### config.mk
export PLATFORM = sky130hd
export DESIGN_NAME = trc_relay_ctrl
export DESIGN_NICKNAME = d
export VERILOG_FILES = /design/src/shared/trc_pkg.sv /design/src/trc_relay_ctrl.sv
export SDC_FILE = /design/constraint.sdc
export NUM_CORES = 1
export LEC_CHECK = 0
export ABC_CLOCK_PERIOD_IN_PS = 21200
export BUFFER_PORTS_ARGS = -buffer_cell sky130_fd_sc_hd__buf_4
export CAP_MARGIN = 20
export CORE_ASPECT_RATIO = 1.25
export CORE_MARGIN = 2
export CORE_UTILIZATION = 54
export CTS_CLUSTER_SIZE = 8
export DETAILED_ROUTE_END_ITERATION = 8
export PLACE_DENSITY = 0.71
export SLEW_MARGIN = 0
export SYNTH_ARGS = -nofsm -noshare
export SYNTH_HDL_FRONTEND = slang
export SYNTH_SLANG_ARGS = --single-unit
export TNS_END_PERCENT = 100
### constraint.sdc
create_clock -name ref_clk -period 21.2 [get_ports ref_clk]
set_clock_uncertainty 0.05 [all_clocks]
set_input_delay 1.06 -clock ref_clk [delete_from_list [all_inputs] [get_ports ref_clk]]
set_output_delay 1.06 -clock ref_clk [all_outputs]
set_load 0.05 [all_outputs]
### src/shared/trc_pkg.sv
`default_nettype none
package trc_pkg;
// Overview of operation
// - At power-up show identity and firmware version, then measure and display.
// - Outside permissible range show high or low range warning instead of value.
// - In range but display beyond -999..9999 shows the overflow warning.
// - Up/down key shows threshold name and value; in two-threshold modes a repress within 5 s advances.
// - Register writes never stop measuring or output control.
// - A peak counts only after a rise then a fall of at least crest_min_swing.
// - Peak shown for crest_show_duration; a new peak replaces it and restarts timing.
// - With no new peak before expiry, display returns to the current value.
// - Relay and LED follow current or held peak value, per configuration.
// - Polarity setting makes the relay unused, one-threshold or two-threshold.
// - Border values are threshold plus and minus dead_band_width.
// - One threshold: polarity on energises in zone A, off de-energises there.
// - With both delays zero the relay switches at once on crossing a border.
// - Positive on_delay: switch on only after staying beyond border that long.
// - Positive off_delay: switch off only once off_delay elapsed since crossing.
// - A zone stay shorter than the applicable delay leaves the relay unchanged.
// - Delay counts are scaled by a selectable time base.
// - On fault the relay is forced on, forced off or held per fault_output_choice.
// - Two-threshold mode shares band, polarity, delays, time base and fault action.
// - Two thresholds: in energises between thresholds, out energises outside.
// - Thresholds may be in either order; span between them is zone A.
// - LED mirrors relay; with no relay fitted the LED alone shows the decision.

localparam int unsigned CLK_MHZ = 50;
localparam int unsigned DW      = 16;
localparam int unsigned AW      = 4;

localparam logic [3:0] REG_CTRL  = 4'h0;
localparam logic [3:0] REG_THR1  = 4'h1;
localparam logic [3:0] REG_THR2  = 4'h2;
localparam logic [3:0] REG_BAND  = 4'h3;
localparam logic [3:0] REG_TON   = 4'h4;
localparam logic [3:0] REG_OFF_DELAY  = 4'h5;
localparam logic [3:0] REG_SWING = 4'h6;
localparam logic [3:0] REG_SHOW  = 4'h7;
localparam logic [3:0] REG_STAT  = 4'h8;
localparam logic [3:0] REG_PEAK  = 4'h9;

localparam logic [15:0] CTRL_RST  = 16'h0000;
localparam logic [15:0] THR1_RST  = 16'h0000;
localparam logic [15:0] THR2_RST  = 16'h0000;
localparam logic [15:0] BAND_RST  = 16'h0000;
localparam logic [15:0] TON_RST   = 16'h0000;
localparam logic [15:0] OFF_DELAY_RST  = 16'h0000;
localparam logic [15:0] SWING_RST = 16'h0001;
localparam logic [15:0] SHOW_RST  = 16'h000a;

localparam logic [2:0] MODE_UNUSED = 3'h0;
localparam logic [2:0] MODE_ON     = 3'h1;
localparam logic [2:0] MODE_OFF    = 3'h2;
localparam logic [2:0] MODE_IN     = 3'h3;
localparam logic [2:0] MODE_OUT    = 3'h4;
localparam logic [1:0] FLT_HOLD    = 2'h0;
localparam logic [1:0] FLT_ON      = 2'h1;
localparam logic [1:0] FLT_OFF     = 2'h2;

localparam logic signed [16:0] DISP_MAX = 17'sh0270f;
localparam logic signed [16:0] DISP_MIN = -17'sh003e7;

localparam int unsigned BOOT_MS    = 1000;
localparam int unsigned VIEW_MS    = 5000;
localparam int unsigned ALT_MS     = 500;
localparam int unsigned TB_FAST_MS = 100;
localparam int unsigned TB_SLOW_MS = 1000;
localparam int unsigned BOOT_CYC    = BOOT_MS * 1000 * CLK_MHZ;
localparam int unsigned VIEW_CYC    = VIEW_MS * 1000 * CLK_MHZ;
localparam int unsigned ALT_CYC     = ALT_MS * 1000 * CLK_MHZ;
localparam int unsigned TB_FAST_CYC = TB_FAST_MS * 1000 * CLK_MHZ;
localparam int unsigned TB_SLOW_CYC = TB_SLOW_MS * 1000 * CLK_MHZ;

typedef enum logic [2:0] {
    ST_BOOT = 3'b001,
    ST_MEAS = 3'b010,
    ST_VIEW = 3'b100
} trc_state_t;

typedef enum logic [2:0] {
    DK_IDENT = 3'h0,
    DK_VALUE = 3'h1,
    DK_HIGH  = 3'h2,
    DK_LOW   = 3'h3,
    DK_OVER  = 3'h4,
    DK_NAME  = 3'h5,
    DK_THR   = 3'h6
} trc_disp_t;

typedef struct packed {
    logic       unit;
    logic [1:0] fault;
    logic       src_peak;
    logic [2:0] mode;
} trc_ctrl_t;

typedef struct packed {
    logic               valid;
    logic               over;
    logic               under;
    logic signed [15:0] value;
} trc_meas_t;

endpackage
`default_nettype wire

### src/trc_relay_ctrl.sv
`timescale 1ns/1ns
`default_nettype none
module trc_relay_ctrl #(
    parameter int unsigned BOOT_LEN = trc_pkg::BOOT_CYC,
    parameter int unsigned VIEW_LEN = trc_pkg::VIEW_CYC,
    parameter int unsigned ALT_LEN  = trc_pkg::ALT_CYC,
    parameter int unsigned TB_FAST  = trc_pkg::TB_FAST_CYC,
    parameter int unsigned TB_SLOW  = trc_pkg::TB_SLOW_CYC,
    parameter bit          RELAY_FITTED = 1'b1,
    parameter logic [15:0] ID_CODE  = 16'h0a51,
    parameter logic [15:0] FW_VER   = 16'h0001
) (
    input  wire logic              ref_clk,
    input  wire logic              rst_n,
    input  wire logic [3:0]        reg_addr,
    input  wire logic [15:0]       reg_wdata,
    input  wire logic              reg_wr,
    input  wire logic              reg_rd,
    output logic [15:0]            reg_rdata,
    input  wire trc_pkg::trc_meas_t meas,
    input  wire logic              key_up,
    input  wire logic              key_down,
    output logic                   relay_out,
    output logic                   led_out,
    output trc_pkg::trc_disp_t     disp_kind,
    output logic [15:0]            disp_value
);
    // Configuration registers; writes never touch the measuring path
    trc_pkg::trc_ctrl_t ctrl, next_ctrl;
    logic [15:0] thr1, thr2, band, ton, off_delay, swing, show;
    logic [15:0] next_thr1, next_thr2, next_band, next_ton, next_off_delay;
    logic [15:0] next_swing, next_show, next_rdata;
    logic        rel_state, in_a, in_b, fault, peak_act;
    logic signed [15:0] peak_val, cur_val;
    trc_pkg::trc_state_t st;

    always_comb begin
        next_ctrl  = ctrl;
        next_thr1  = thr1;
        next_thr2  = thr2;
        next_band  = band;
        next_ton   = ton;
        next_off_delay  = off_delay;
        next_swing = swing;
        next_show  = show;
        if (reg_wr) begin
            case (reg_addr)
                trc_pkg::REG_CTRL:  next_ctrl  = trc_pkg::trc_ctrl_t'(reg_wdata[6:0]);
                trc_pkg::REG_THR1:  next_thr1  = reg_wdata;
                trc_pkg::REG_THR2:  next_thr2  = reg_wdata;
                trc_pkg::REG_BAND:  next_band  = reg_wdata;
                trc_pkg::REG_TON:   next_ton   = reg_wdata;
                trc_pkg::REG_OFF_DELAY:  next_off_delay  = reg_wdata;
                trc_pkg::REG_SWING: next_swing = reg_wdata;
                trc_pkg::REG_SHOW:  next_show  = reg_wdata;
                default: ;
            endcase
        end
        next_rdata = 16'h0000;
        if (reg_rd) begin
            case (reg_addr)
                trc_pkg::REG_CTRL:  next_rdata = {9'h000, ctrl};
                trc_pkg::REG_THR1:  next_rdata = thr1;
                trc_pkg::REG_THR2:  next_rdata = thr2;
                trc_pkg::REG_BAND:  next_rdata = band;
                trc_pkg::REG_TON:   next_rdata = ton;
                trc_pkg::REG_OFF_DELAY:  next_rdata = off_delay;
                trc_pkg::REG_SWING: next_rdata = swing;
                trc_pkg::REG_SHOW:  next_rdata = show;
                trc_pkg::REG_STAT:  next_rdata = {8'h00, st, in_b, in_a, fault, peak_act, rel_state};
                trc_pkg::REG_PEAK:  next_rdata = peak_val;
                default:            next_rdata = 16'h0000;
            endcase
        end
    end

    always_ff @(posedge ref_clk or negedge rst_n) begin
        if (!rst_n) begin
            ctrl      <= trc_pkg::trc_ctrl_t'(trc_pkg::CTRL_RST[6:0]);
            thr1      <= trc_pkg::THR1_RST;
            thr2      <= trc_pkg::THR2_RST;
            band      <= trc_pkg::BAND_RST;
            ton       <= trc_pkg::TON_RST;
            off_delay      <= trc_pkg::OFF_DELAY_RST;
            swing     <= trc_pkg::SWING_RST;
            show      <= trc_pkg::SHOW_RST;
            reg_rdata <= 16'h0000;
        end else begin
            ctrl      <= next_ctrl;
            thr1      <= next_thr1;
            thr2      <= next_thr2;
            band      <= next_band;
            ton       <= next_ton;
            off_delay      <= next_off_delay;
            swing     <= next_swing;
            show      <= next_show;
            reg_rdata <= next_rdata;
        end
    end

    // Latest sample and peak detector
    logic               over_q, under_q, armed, peak_hit, ptick;
    logic signed [15:0] trough, crest;
    logic signed [15:0] next_cur, next_trough, next_crest, next_peak;
    logic               next_over, next_under, next_armed, next_pact;
    logic [31:0]        pscale, next_pscale;
    logic [15:0]        show_cnt, next_show_cnt;
    logic signed [16:0] rise, fall;

    assign fault = over_q | under_q;
    assign ptick = (pscale == 32'(TB_FAST - 1));

    always_comb begin
        next_cur    = cur_val;
        next_over   = over_q;
        next_under  = under_q;
        next_trough = trough;
        next_crest  = crest;
        next_armed  = armed;
        next_peak   = peak_val;
        next_pact   = peak_act;
        peak_hit    = 1'b0;
        rise = {meas.value[15], meas.value} - {trough[15], trough};
        fall = {crest[15], crest} - {meas.value[15], meas.value};
        next_pscale   = ptick ? 32'h0000_0000 : pscale + 32'h0000_0001;
        next_show_cnt = show_cnt;
        if (peak_act && ptick) begin
            next_show_cnt = show_cnt + 16'h0001;
        end
        if (peak_act && show_cnt >= show) begin
            next_pact = 1'b0;
        end
        if (meas.valid) begin
            next_cur   = meas.value;
            next_over  = meas.over;
            next_under = meas.under;
            if (!meas.over && !meas.under) begin
                if (meas.value < trough && !armed) begin
                    next_trough = meas.value;
                end
                if (!armed || meas.value > crest) begin
                    next_crest = meas.value;
                end
                if (rise >= $signed({1'b0, swing})) begin
                    next_armed = 1'b1;
                end
                if (armed && fall >= $signed({1'b0, swing})) begin
                    peak_hit      = 1'b1;
                    next_peak     = crest;
                    next_pact     = 1'b1;
                    next_show_cnt = 16'h0000;
                    next_armed    = 1'b0;
                    next_trough   = meas.value;
                    next_crest    = meas.value;
                end
            end
        end
    end

    always_ff @(posedge ref_clk or negedge rst_n) begin
        if (!rst_n) begin
            cur_val  <= 16'sh0000;
            over_q   <= 1'b0;
            under_q  <= 1'b0;
            trough   <= 16'sh7fff;
            crest    <= 16'sh8000;
            armed    <= 1'b0;
            peak_val <= 16'sh0000;
            peak_act <= 1'b0;
            pscale   <= 32'h0000_0000;
            show_cnt <= 16'h0000;
        end else begin
            cur_val  <= next_cur;
            over_q   <= next_over;
            under_q  <= next_under;
            trough   <= next_trough;
            crest    <= next_crest;
            armed    <= next_armed;
            peak_val <= next_peak;
            peak_act <= next_pact;
            pscale   <= next_pscale;
            show_cnt <= next_show_cnt;
        end
    end

    peak_restart_a: assert property (@(posedge ref_clk) disable iff (!rst_n)
        peak_hit |=> (peak_act && show_cnt == 16'h0000 && peak_val == $past(crest)))
        else $error("peak not latched with cleared timer");
    peak_expire_a: assert property (@(posedge ref_clk) disable iff (!rst_n)
        (peak_act && show_cnt >= show && !peak_hit) |=> !peak_act)
        else $error("peak display did not expire");

    // Relay zone decision and delay timing
    logic signed [15:0] src, lo, hi;
    logic signed [16:0] lo_up, lo_dn, hi_up, hi_dn, sx;
    logic        two, en_a, target, pending, tbtick, next_rel;
    logic [15:0] dly_cnt, next_dly, dly_need;
    logic [31:0] tb_cnt, next_tb, tb_len;

    always_comb begin
        src  = (ctrl.src_peak && peak_act) ? peak_val : cur_val;
        two  = (ctrl.mode == trc_pkg::MODE_IN) || (ctrl.mode == trc_pkg::MODE_OUT);
        lo   = ($signed(thr1) < $signed(thr2) || !two) ? $signed(thr1) : $signed(thr2);
        hi   = ($signed(thr1) < $signed(thr2)) ? $signed(thr2) : $signed(thr1);
        sx   = {src[15], src};
        lo_up = {lo[15], lo} + $signed({1'b0, band});
        lo_dn = {lo[15], lo} - $signed({1'b0, band});
        hi_up = {hi[15], hi} + $signed({1'b0, band});
        hi_dn = {hi[15], hi} - $signed({1'b0, band});
        if (two) begin
            in_a = (sx > lo_up) && (sx < hi_dn);
            in_b = (sx < lo_dn) || (sx > hi_up);
        end else begin
            in_a = sx > lo_up;
            in_b = sx < lo_dn;
        end
        en_a = (ctrl.mode == trc_pkg::MODE_ON) || (ctrl.mode == trc_pkg::MODE_IN);
        target = rel_state;
        if (in_a) begin
            target = en_a;
        end else if (in_b) begin
            target = !en_a;
        end
        pending  = target != rel_state;
        dly_need = target ? ton : off_delay;
        tb_len   = ctrl.unit ? 32'(TB_SLOW) : 32'(TB_FAST);
        tbtick   = tb_cnt == tb_len - 32'h0000_0001;
        next_rel = rel_state;
        next_dly = 16'h0000;
        next_tb  = 32'h0000_0000;
        if (ctrl.mode == trc_pkg::MODE_UNUSED) begin
            next_rel = 1'b0;
        end else if (fault) begin
            case (ctrl.fault)
                trc_pkg::FLT_ON:  next_rel = 1'b1;
                trc_pkg::FLT_OFF: next_rel = 1'b0;
                default:          next_rel = rel_state;
            endcase
        end else if (pending) begin
            if (dly_cnt >= dly_need) begin
                next_rel = target;
            end else begin
                next_tb  = tbtick ? 32'h0000_0000 : tb_cnt + 32'h0000_0001;
                next_dly = tbtick ? dly_cnt + 16'h0001 : dly_cnt;
            end
        end
    end

    always_ff @(posedge ref_clk or negedge rst_n) begin
        if (!rst_n) begin
            rel_state <= 1'b0;
            dly_cnt   <= 16'h0000;
            tb_cnt    <= 32'h0000_0000;
            relay_out <= 1'b0;
            led_out   <= 1'b0;
        end else begin
            rel_state <= next_rel;
            dly_cnt   <= next_dly;
            tb_cnt    <= next_tb;
            relay_out <= next_rel & RELAY_FITTED;
            led_out   <= next_rel;
        end
    end

    zero_delay_a: assert property (@(posedge ref_clk) disable iff (!rst_n)
        (ton == 16'h0000 && off_delay == 16'h0000 && pending && !fault
         && ctrl.mode != trc_pkg::MODE_UNUSED) |=> rel_state == $past(target))
        else $error("zero delay relay did not switch at once");
    delay_hold_a: assert property (@(posedge ref_clk) disable iff (!rst_n)
        (pending && !fault && dly_cnt < dly_need
         && ctrl.mode != trc_pkg::MODE_UNUSED) |=> $stable(rel_state))
        else $error("relay switched before its delay");
    band_hold_a: assert property (@(posedge ref_clk) disable iff (!rst_n)
        (!in_a && !in_b && !fault && ctrl.mode != trc_pkg::MODE_UNUSED)
        |=> rel_state == $past(rel_state))
        else $error("relay moved inside dead band");
    fault_force_a: assert property (@(posedge ref_clk) disable iff (!rst_n)
        (fault && ctrl.mode != trc_pkg::MODE_UNUSED && ctrl.fault != trc_pkg::FLT_HOLD)
        |=> rel_state == ($past(ctrl.fault) == trc_pkg::FLT_ON))
        else $error("fault action not applied");
    led_mirror_a: assert property (@(posedge ref_clk) disable iff (!rst_n)
        ##1 (led_out == rel_state) && (relay_out == (rel_state & RELAY_FITTED)))
        else $error("led or relay out of step with decision");

    // Display sequencing and quick threshold view
    trc_pkg::trc_state_t next_st;
    trc_pkg::trc_disp_t  next_kind;
    logic [31:0]        cnt, next_cnt, alt_cnt, next_alt;
    logic               alt_ph, next_alt_ph, vidx, next_vidx, key;
    logic [15:0]        next_dval;
    logic signed [15:0] shown;

    assign key = key_up | key_down;

    always_comb begin
        next_st     = st;
        next_cnt    = cnt + 32'h0000_0001;
        next_vidx   = vidx;
        next_alt    = (alt_cnt == 32'(ALT_LEN - 1)) ? 32'h0000_0000 : alt_cnt + 32'h0000_0001;
        next_alt_ph = (alt_cnt == 32'(ALT_LEN - 1)) ? !alt_ph : alt_ph;
        case (st)
            trc_pkg::ST_BOOT: begin
                if (cnt == 32'(BOOT_LEN - 1)) begin
                    next_st  = trc_pkg::ST_MEAS;
                    next_cnt = 32'h0000_0000;
                end
            end
            trc_pkg::ST_MEAS: begin
                next_cnt = 32'h0000_0000;
                if (key) begin
                    next_st     = trc_pkg::ST_VIEW;
                    next_vidx   = 1'b0;
                    next_alt    = 32'h0000_0000;
                    next_alt_ph = 1'b0;
                end
            end
            trc_pkg::ST_VIEW: begin
                if (key) begin
                    next_cnt  = 32'h0000_0000;
                    next_vidx = two ? !vidx : 1'b0;
                end else if (cnt == 32'(VIEW_LEN - 1)) begin
                    next_st  = trc_pkg::ST_MEAS;
                    next_cnt = 32'h0000_0000;
                end
            end
            default: begin
                next_st  = trc_pkg::ST_MEAS;
                next_cnt = 32'h0000_0000;
            end
        endcase
        shown     = peak_act ? peak_val : cur_val;
        next_kind = trc_pkg::DK_VALUE;
        next_dval = shown;
        case (st)
            trc_pkg::ST_BOOT: begin
                next_kind = trc_pkg::DK_IDENT;
                next_dval = (cnt < 32'(BOOT_LEN / 2)) ? ID_CODE : FW_VER;
            end
            trc_pkg::ST_VIEW: begin
                next_kind = alt_ph ? trc_pkg::DK_THR : trc_pkg::DK_NAME;
                next_dval = alt_ph ? (vidx ? thr2 : thr1) : {15'h0000, vidx};
            end
            default: begin
                if (over_q) begin
                    next_kind = trc_pkg::DK_HIGH;
                end else if (under_q) begin
                    next_kind = trc_pkg::DK_LOW;
                end else if ($signed({shown[15], shown}) > trc_pkg::DISP_MAX
                             || $signed({shown[15], shown}) < trc_pkg::DISP_MIN) begin
                    next_kind = trc_pkg::DK_OVER;
                end
            end
        endcase
    end

    always_ff @(posedge ref_clk or negedge rst_n) begin
        if (!rst_n) begin
            st         <= trc_pkg::ST_BOOT;
            cnt        <= 32'h0000_0000;
            alt_cnt    <= 32'h0000_0000;
            alt_ph     <= 1'b0;
            vidx       <= 1'b0;
            disp_kind  <= trc_pkg::DK_IDENT;
            disp_value <= 16'h0000;
        end else begin
            st         <= next_st;
            cnt        <= next_cnt;
            alt_cnt    <= next_alt;
            alt_ph     <= next_alt_ph;
            vidx       <= next_vidx;
            disp_kind  <= next_kind;
            disp_value <= next_dval;
        end
    end

    boot_ident_a: assert property (@(posedge ref_clk) disable iff (!rst_n)
        (st == trc_pkg::ST_BOOT && cnt == 32'(BOOT_LEN - 1))
        |=> st == trc_pkg::ST_MEAS ##1 disp_kind != trc_pkg::DK_IDENT)
        else $error("boot did not hand over to measuring");
    range_warn_a: assert property (@(posedge ref_clk) disable iff (!rst_n)
        (st == trc_pkg::ST_MEAS && over_q) |=> disp_kind == trc_pkg::DK_HIGH)
        else $error("high range warning missing");
    disp_overflow_a: assert property (@(posedge ref_clk) disable iff (!rst_n)
        (st == trc_pkg::ST_MEAS && !fault && !peak_act && $signed(cur_val) > 16'sh270f)
        |=> disp_kind == trc_pkg::DK_OVER)
        else $error("display overflow warning missing");
    view_timeout_a: assert property (@(posedge ref_clk) disable iff (!rst_n)
        (st == trc_pkg::ST_VIEW && !key && cnt == 32'(VIEW_LEN - 1))
        |=> st == trc_pkg::ST_MEAS)
        else $error("quick view did not time out");
endmodule
`default_nettype wire

* Yosys cells after proc, flatten, opt, wreduce, memory -nomap -nowiden
Cells that the tools add are included.
Word-level totals: bits in registers 388, bits in latches 0, memory bits (writable) 0, ROM bits 0, bits of input ports 45, output and inout port bits 37, memories kept 0
Cells by class: add/subtract/negate cells 13, $mul 0, div/mod/pow operators 0, $lt $le $gt $ge 14, eq/ne operators 30, shift operators 0, multiplexer cells 70, bitwise logic cells 2, reductions and logical operators 43
Operators by type and width (number):
- $mux W32 | 12
- $mux W16 | 21
- $pmux W16 S10 | 1
- $add A32 B1 Y32 const B | 4
- $pmux W32 S2 | 1
- $add A17 B16 Y17 | 2
- $ge A17 B17 Y1 | 2
- $gt A16 B17 Y1 | 2
- $lt A16 B17 Y1 | 2
- $sub A16 B16 Y17 | 2
- $sub A17 B16 Y17 | 2
- $add A16 B1 Y16 const B | 2
- $eq A32 B23 Y1 const B | 1
- $eq A32 B25 Y1 const B | 1
- $eq A32 B26 Y1 const B | 1
- $eq A32 B28 Y1 const B | 1
- $eq A32 B32 Y1 | 1
- $ge A16 B16 Y1 | 2
- $lt A16 B16 Y1 | 2
- $lt A32 B25 Y1 const B | 1
- $pmux W16 S2 | 1
- $sub A26 B1 Y27 const B | 1
- $mux W26 | 1
- $mux W3 | 7
- 33 further kinds | 99

* Longest topological paths before layout
depth after elaboration 17, depth in mapped cells 47, gate-level depth less buffers 44

* Least setup slack after synthesis
Ideal clock, no wire load.
path kind reg-to-reg, start register thr1[9], end register dly_cnt[10], setup time 0.072 ns, arrival 8.809 ns, required time 21.078 ns, slack 12.268 ns, cell stages (with the launch flop) 43, path buffers 2, cell sequence dfrtp_1 -> ha_1 -> a211oi_1 -> o211a_1 -> o31a_1 -> nor2_1 -> nor2_1 -> mux2i_1 -> nor2_1 -> buf_2 -> mux2_2 -> fa_1 -> a21o_1 -> a21oi_1 -> o21bai_1 -> a21oi_1 -> nor2_1 -> o21ai_1 -> [7 not listed] -> nor3_1 -> o21ai_0 -> a221o_1 -> and3_1 -> nor3_4 -> mux2_2 -> ha_1 -> nand2b_1 -> a21o_1 -> a21o_1 -> a21oi_1 -> nor2b_1 -> o21ai_0 -> a31oi_1 -> o22ai_1 -> nand3_1 -> clkbuf_1 -> nor2_1
On the way: longest elaborated chain between the ends 15
RTL lines:
- from (decl) | line trc_relay_ctrl.sv:30 | logic [15:0] thr1, thr2, band, ton, off_delay, swing, show;
- from (signal assigned) | line trc_relay_ctrl.sv:80 | thr1 <= trc_pkg::THR1_RST;
- from (signal assigned) | line trc_relay_ctrl.sv:90 | thr1 <= next_thr1;
- $lt A16 B16 Y1 | line trc_relay_ctrl.sv:203, trc_relay_ctrl.sv:204
- $logic_or A1 B1 Y1 | line trc_relay_ctrl.sv:203 | lo = ($signed(thr1) < $signed(thr2) || !two) ? $signed(thr1) : $signed(thr2);
- $mux W16 | line trc_relay_ctrl.sv:203
- $sub A17 B16 Y17 | line trc_relay_ctrl.sv:207 | lo_dn = {lo[15], lo} - $signed({1'b0, band});
- $lt A16 B17 Y1 | line trc_relay_ctrl.sv:212, trc_relay_ctrl.sv:215
- $logic_or A1 B1 Y1 | line trc_relay_ctrl.sv:212 | in_b = (sx < lo_dn) || (sx > hi_up);
- $mux W1 | line trc_relay_ctrl.sv:210 | if (two) begin
- $mux W1 | line trc_relay_ctrl.sv:221 | end else if (in_b) begin
- $mux W1 (*) | line trc_relay_ctrl.sv:219 | if (in_a) begin
- $mux W16 | line trc_relay_ctrl.sv:225 | dly_need = target ? ton : off_delay;
- $ge A16 B16 Y1 | line trc_relay_ctrl.sv:240 | if (dly_cnt >= dly_need) begin
- $mux W16 | line trc_relay_ctrl.sv:240
- $mux W16 | line trc_relay_ctrl.sv:239 | end else if (pending) begin
- $mux W16 | line trc_relay_ctrl.sv:233 | end else if (fault) begin
- $mux W16 | line trc_relay_ctrl.sv:231 | if (ctrl.mode == trc_pkg::MODE_UNUSED) begin
- to (signal assigned) | line trc_relay_ctrl.sv:258 | dly_cnt <= next_dly;
- to (decl) | line trc_relay_ctrl.sv:197 | logic [15:0] dly_cnt, next_dly, dly_need;
Mark *: on every way between the ends. The rest lies on a longest branch, timed or not. A chain may end at the register's enable or synchronous reset.

* Worst setup path after layout
start register thr1[9], end register dly_cnt[12]
The elaborated chain is that of the path after synthesis.

==> reports/qor.txt <==
WL/cell: 22.3 um
Clk pwr share: 20.6%
Core Area: 0.0470 mm2
Outcome: completed
DR top layer: met4
Simple-Gate Fraction of Synth Area: 14.1%
Largest family of logic cells by synthesized area: simple AND/OR/NAND/NOR gates
Placed Instances: 3244
Syn_area_per_cell: 9.96 um2
Worst skew pair latency: 0.63 ns
Antenna-violating nets left: 0
Routability congestion estimate: 0.988
Final Hold Vio Count: 0
Count of standard-cell rows: 89
Router iterations before antenna repair: 6
Register clock-pin slew on the reported worst setup and hold paths: 0.05 ns
Int Power: 2270 uW
Largest stage delay, worst path: 0.50 ns
Vias in the first global route: 20300
Final WS setup: 11.13 ns
Crit path kind: reg -> reg
Compound-Gate Fraction of Synth Area: 11.7%
EDFF count, synth: 0
Unique masters post-synth: 87
Seq/Total Area, Yosys: 38.0%
Worst-Margin Slew: 1.04 ns
Slew HR: 30.9%
Post-DP HPWL: 56900 um
Layout cell share with drive strength beyond 1: 15.6%
Met2 wire length: 35400 um
Sw Ratio: 42.6%
Non-Filler Instances: 3338
Crit path arrival time: 10.52 ns
First-pass GRT wire length: 116000 um
Routed WL: 74500 um
Post-Place Setup Slack: 11.20 ns
PD cells: 138 mW/mm2
Slew Limit Fails: 0
CP Capture Type: flop
Post_cts resized: 0
Synth warnings: 0
Mux cell area share after synthesis: 12.2%
Req. time, crit path: 21.65 ns
Post-route DRC: 0
H-tree lvl count: 2
Combinational group share of total power: 52.4%
GRT Util Overall: 30.9%
Unrepaired setup endpoints after global routing: no
Via Count: 20300
VDD IR max: 0.0000872 V
Leak: 0.0128 uW
CTS Buffer Depth: 3
CTS tree: yes
Fin Setup TNS: 0 ns
Async S/R FF share, synth: 100%
Peak Freq: 99.3 MHz
Top_reg_cell synth: dfrtp_1
Met3 WL post-DR: 4760 um
Critical path's top delay family: compound AO/OA/AOI/OAI gates
CP Buf/Inv Count: 2
Initial core utilization: 54.5%
Switching pwr: 1680 uW
Slowest CP cell: nand3_1
CP Launch Type: flop
Initial DRC Count: 1560
Adder-Cell Fraction of Synth Area: 12.6%
Sequential share of power: 27.0%
Mapped cell area: 0.0256 mm2
Final period util: 47.5%
Port-buffer cells: 81
Clock Sinks: 388
Initial antenna violation count: 2
Post-synthesis cell count: 2573
Mapped Nets: 2872
Synth-to-layout area growth: 11.5%
Die Area: 0.0492 mm2
Hold_buf cts: 0
Congestion Overflow GR: 0
M1 WL: 31100 um
Final #Nets: 2965
Die width: 199 um
Ports: 82
Chip height: 248 um
Final min period: 10.07 ns
Worst-path maximum fanout: 17
Clock buffer count from CTS: 54
Clk root buf: clkbuf_16
Largest net degree at the start of global routing: 186
Yosys reg bits: 388
Max cap viols: 0
Final setup viols: 0
Setup bufs post-CTS: 0
XOR/XNOR share of the synthesized area: 7.76%
Via density: 6.08
Worst hold path class: reg -> reg
synthesized netlist by cell type (7+ instances only):
library cell / instances / area [um2]
dfrtp_1: 368 / 9210
nor2_1: 272 / 1020
ha_1: 248 / 3100
mux2_2: 206 / 2320
inv_1: 168 / 631
xnor2_1: 131 / 1150
nand2_1: 129 / 484
a21oi_1: 101 / 505
xor2_1: 96 / 841
nand3_1: 87 / 435
mux2i_1: 68 / 681
o21ai_0: 60 / 300
clkbuf_1: 55 / 206
a22oi_1: 46 / 345
nor3_1: 45 / 225
a21o_1: 41 / 308
nand4_1: 41 / 257
and3_1: 34 / 213
nor2b_1: 29 / 181
nand2b_1: 26 / 163
dfstp_2: 20 / 526
o22ai_1: 19 / 119
o21a_1: 18 / 135
nor4_1: 16 / 100
o21bai_1: 16 / 120
a221oi_1: 15 / 131
a31oi_1: 15 / 93.8
and4_1: 13 / 114
or3_1: 13 / 81.3
a211oi_1: 12 / 90.1
a41oi_1: 12 / 105
o211ai_1: 10 / 75.1
a22o_1: 9 / 78.8
mux2_4: 9 / 135
and2_1: 8 / 50.1
nor3b_1: 7 / 52.6
nor4b_1: 7 / 61.3
o2111ai_1: 7 / 61.3
power groups by stage:
stage / registers, uW / clock network (uW) / logic, uW
after floorplan: 1050 / 0 / 1470
final: 1060 / 813 / 2070
after CTS: 1060 / 828 / 2050
after global placement: 1060 / 0 / 1980
after global routing: 1080 / 862 / 2280
after detailed placement: 1070 / 0 / 2030
path summary, 6_finish.rpt:
| kind | depth (start not counted) | slack (ns) | start | to |
|---|---|---|---|---|
| min reg2reg | 1 | 0.42 | pscale[31] | pscale[31] |
| max reg2reg | 42 | 11.13 | thr1[9] | dly_cnt[12] |
| max | 42 | 11.13 | thr1[9] | dly_cnt[12] |
| min in group asynchronous | 1 | 0.46 | rst_n | pscale[2] |
| max in group asynchronous | 4 | 18.23 | rst_n | show[14] |
| min | 1 | 0.42 | pscale[31] | pscale[31] |
layout make-up:
cell class / count / area (um2)
fillers: 3964 / 18400
clock buffers: 86 / 1470
repair buffers: 104 / 848
multi-input cells: 1949 / 15000
inverters: 169 / 634
clock inverters: 4 / 98.8
flip-flops and latches: 388 / 9730
well taps: 637 / 797
diodes: 1 / 2.50
metal layers:
layer | vias up | GRT usage, %
li1 | 9378 | -
met1 | 10000 | 40.3
met2 | 724 | 51.2
met3 | 161 | 4.54
met4 | 0 | 13.2
met5 | - | 0
cells in the final DEF, fill, tap and decap left out, types with 8 or more instances in the layout:
master     instances
and4_1            13
dfstp_2           20
o21bai_1          16
nand3_1           87
nor2b_1           29
buf_4             99
mux2i_1           68
o211ai_1          10
a22oi_1           46
nor2_1           271
ha_1             248
nor3_1            40
a211oi_1          12
and2_1             8
a31oi_1           15
o21ai_0           60
mux2_4             9
dfrtp_1          368
clkbuf_1          32
o22ai_1           19
clkbuf_16         54
a221oi_1          15
and3_1            34
nand2b_1          26
inv_1            168
a21oi_1          101
or3_1             13
o21a_1            18
xnor2_1          131
nor4_1            15
mux2_2           206
a22o_1             9
a41oi_1           12
nand4_1           41
nand2_1          129
a21o_1            41
xor2_1            96
flip-flops by register name, summed over array words and instances, names as in the netlist, 7 cells and up:
name / cells
trough: 16
thr2: 16
cnt: 32
pscale: 32
band: 16
dly_cnt: 16
alt_cnt: 32
show_cnt: 16
cur_val: 16
disp_value: 16
thr1: 16
crest: 16
swing: 16
peak_val: 16
show: 16
tb_cnt: 32
off_delay: 16
reg_rdata: 16
ctrl: 7
ton: 16
per-stage QoR:
stage	hold slack [ns]	instance area [um2]	util (%)	total power, uW
final	0.424	28600	60.8	3950
after global routing	0.435	28600	60.8	4220
after CTS	0.426	28500	60.7	3930
after detailed placement	0.413	27000	57.4	3100
after global placement	0.411	26900	57.3	3040
after floorplan	0.365	25600	-	2530
cells by family (layout without fill, tap and decap cells):
kind of cell	after synthesis	in the layout
XOR/XNOR	227	227
multiplexers	283	283
flip-flops	388	388
other	0	1
adder cells (fa/ha/maj)	254	254
AND/OR/NAND/NOR	745	745
buffers and inverters	236	363
AO/OA/AOI/OAI	440	440
Note: power is estimated with default switching activity, not from simulation.
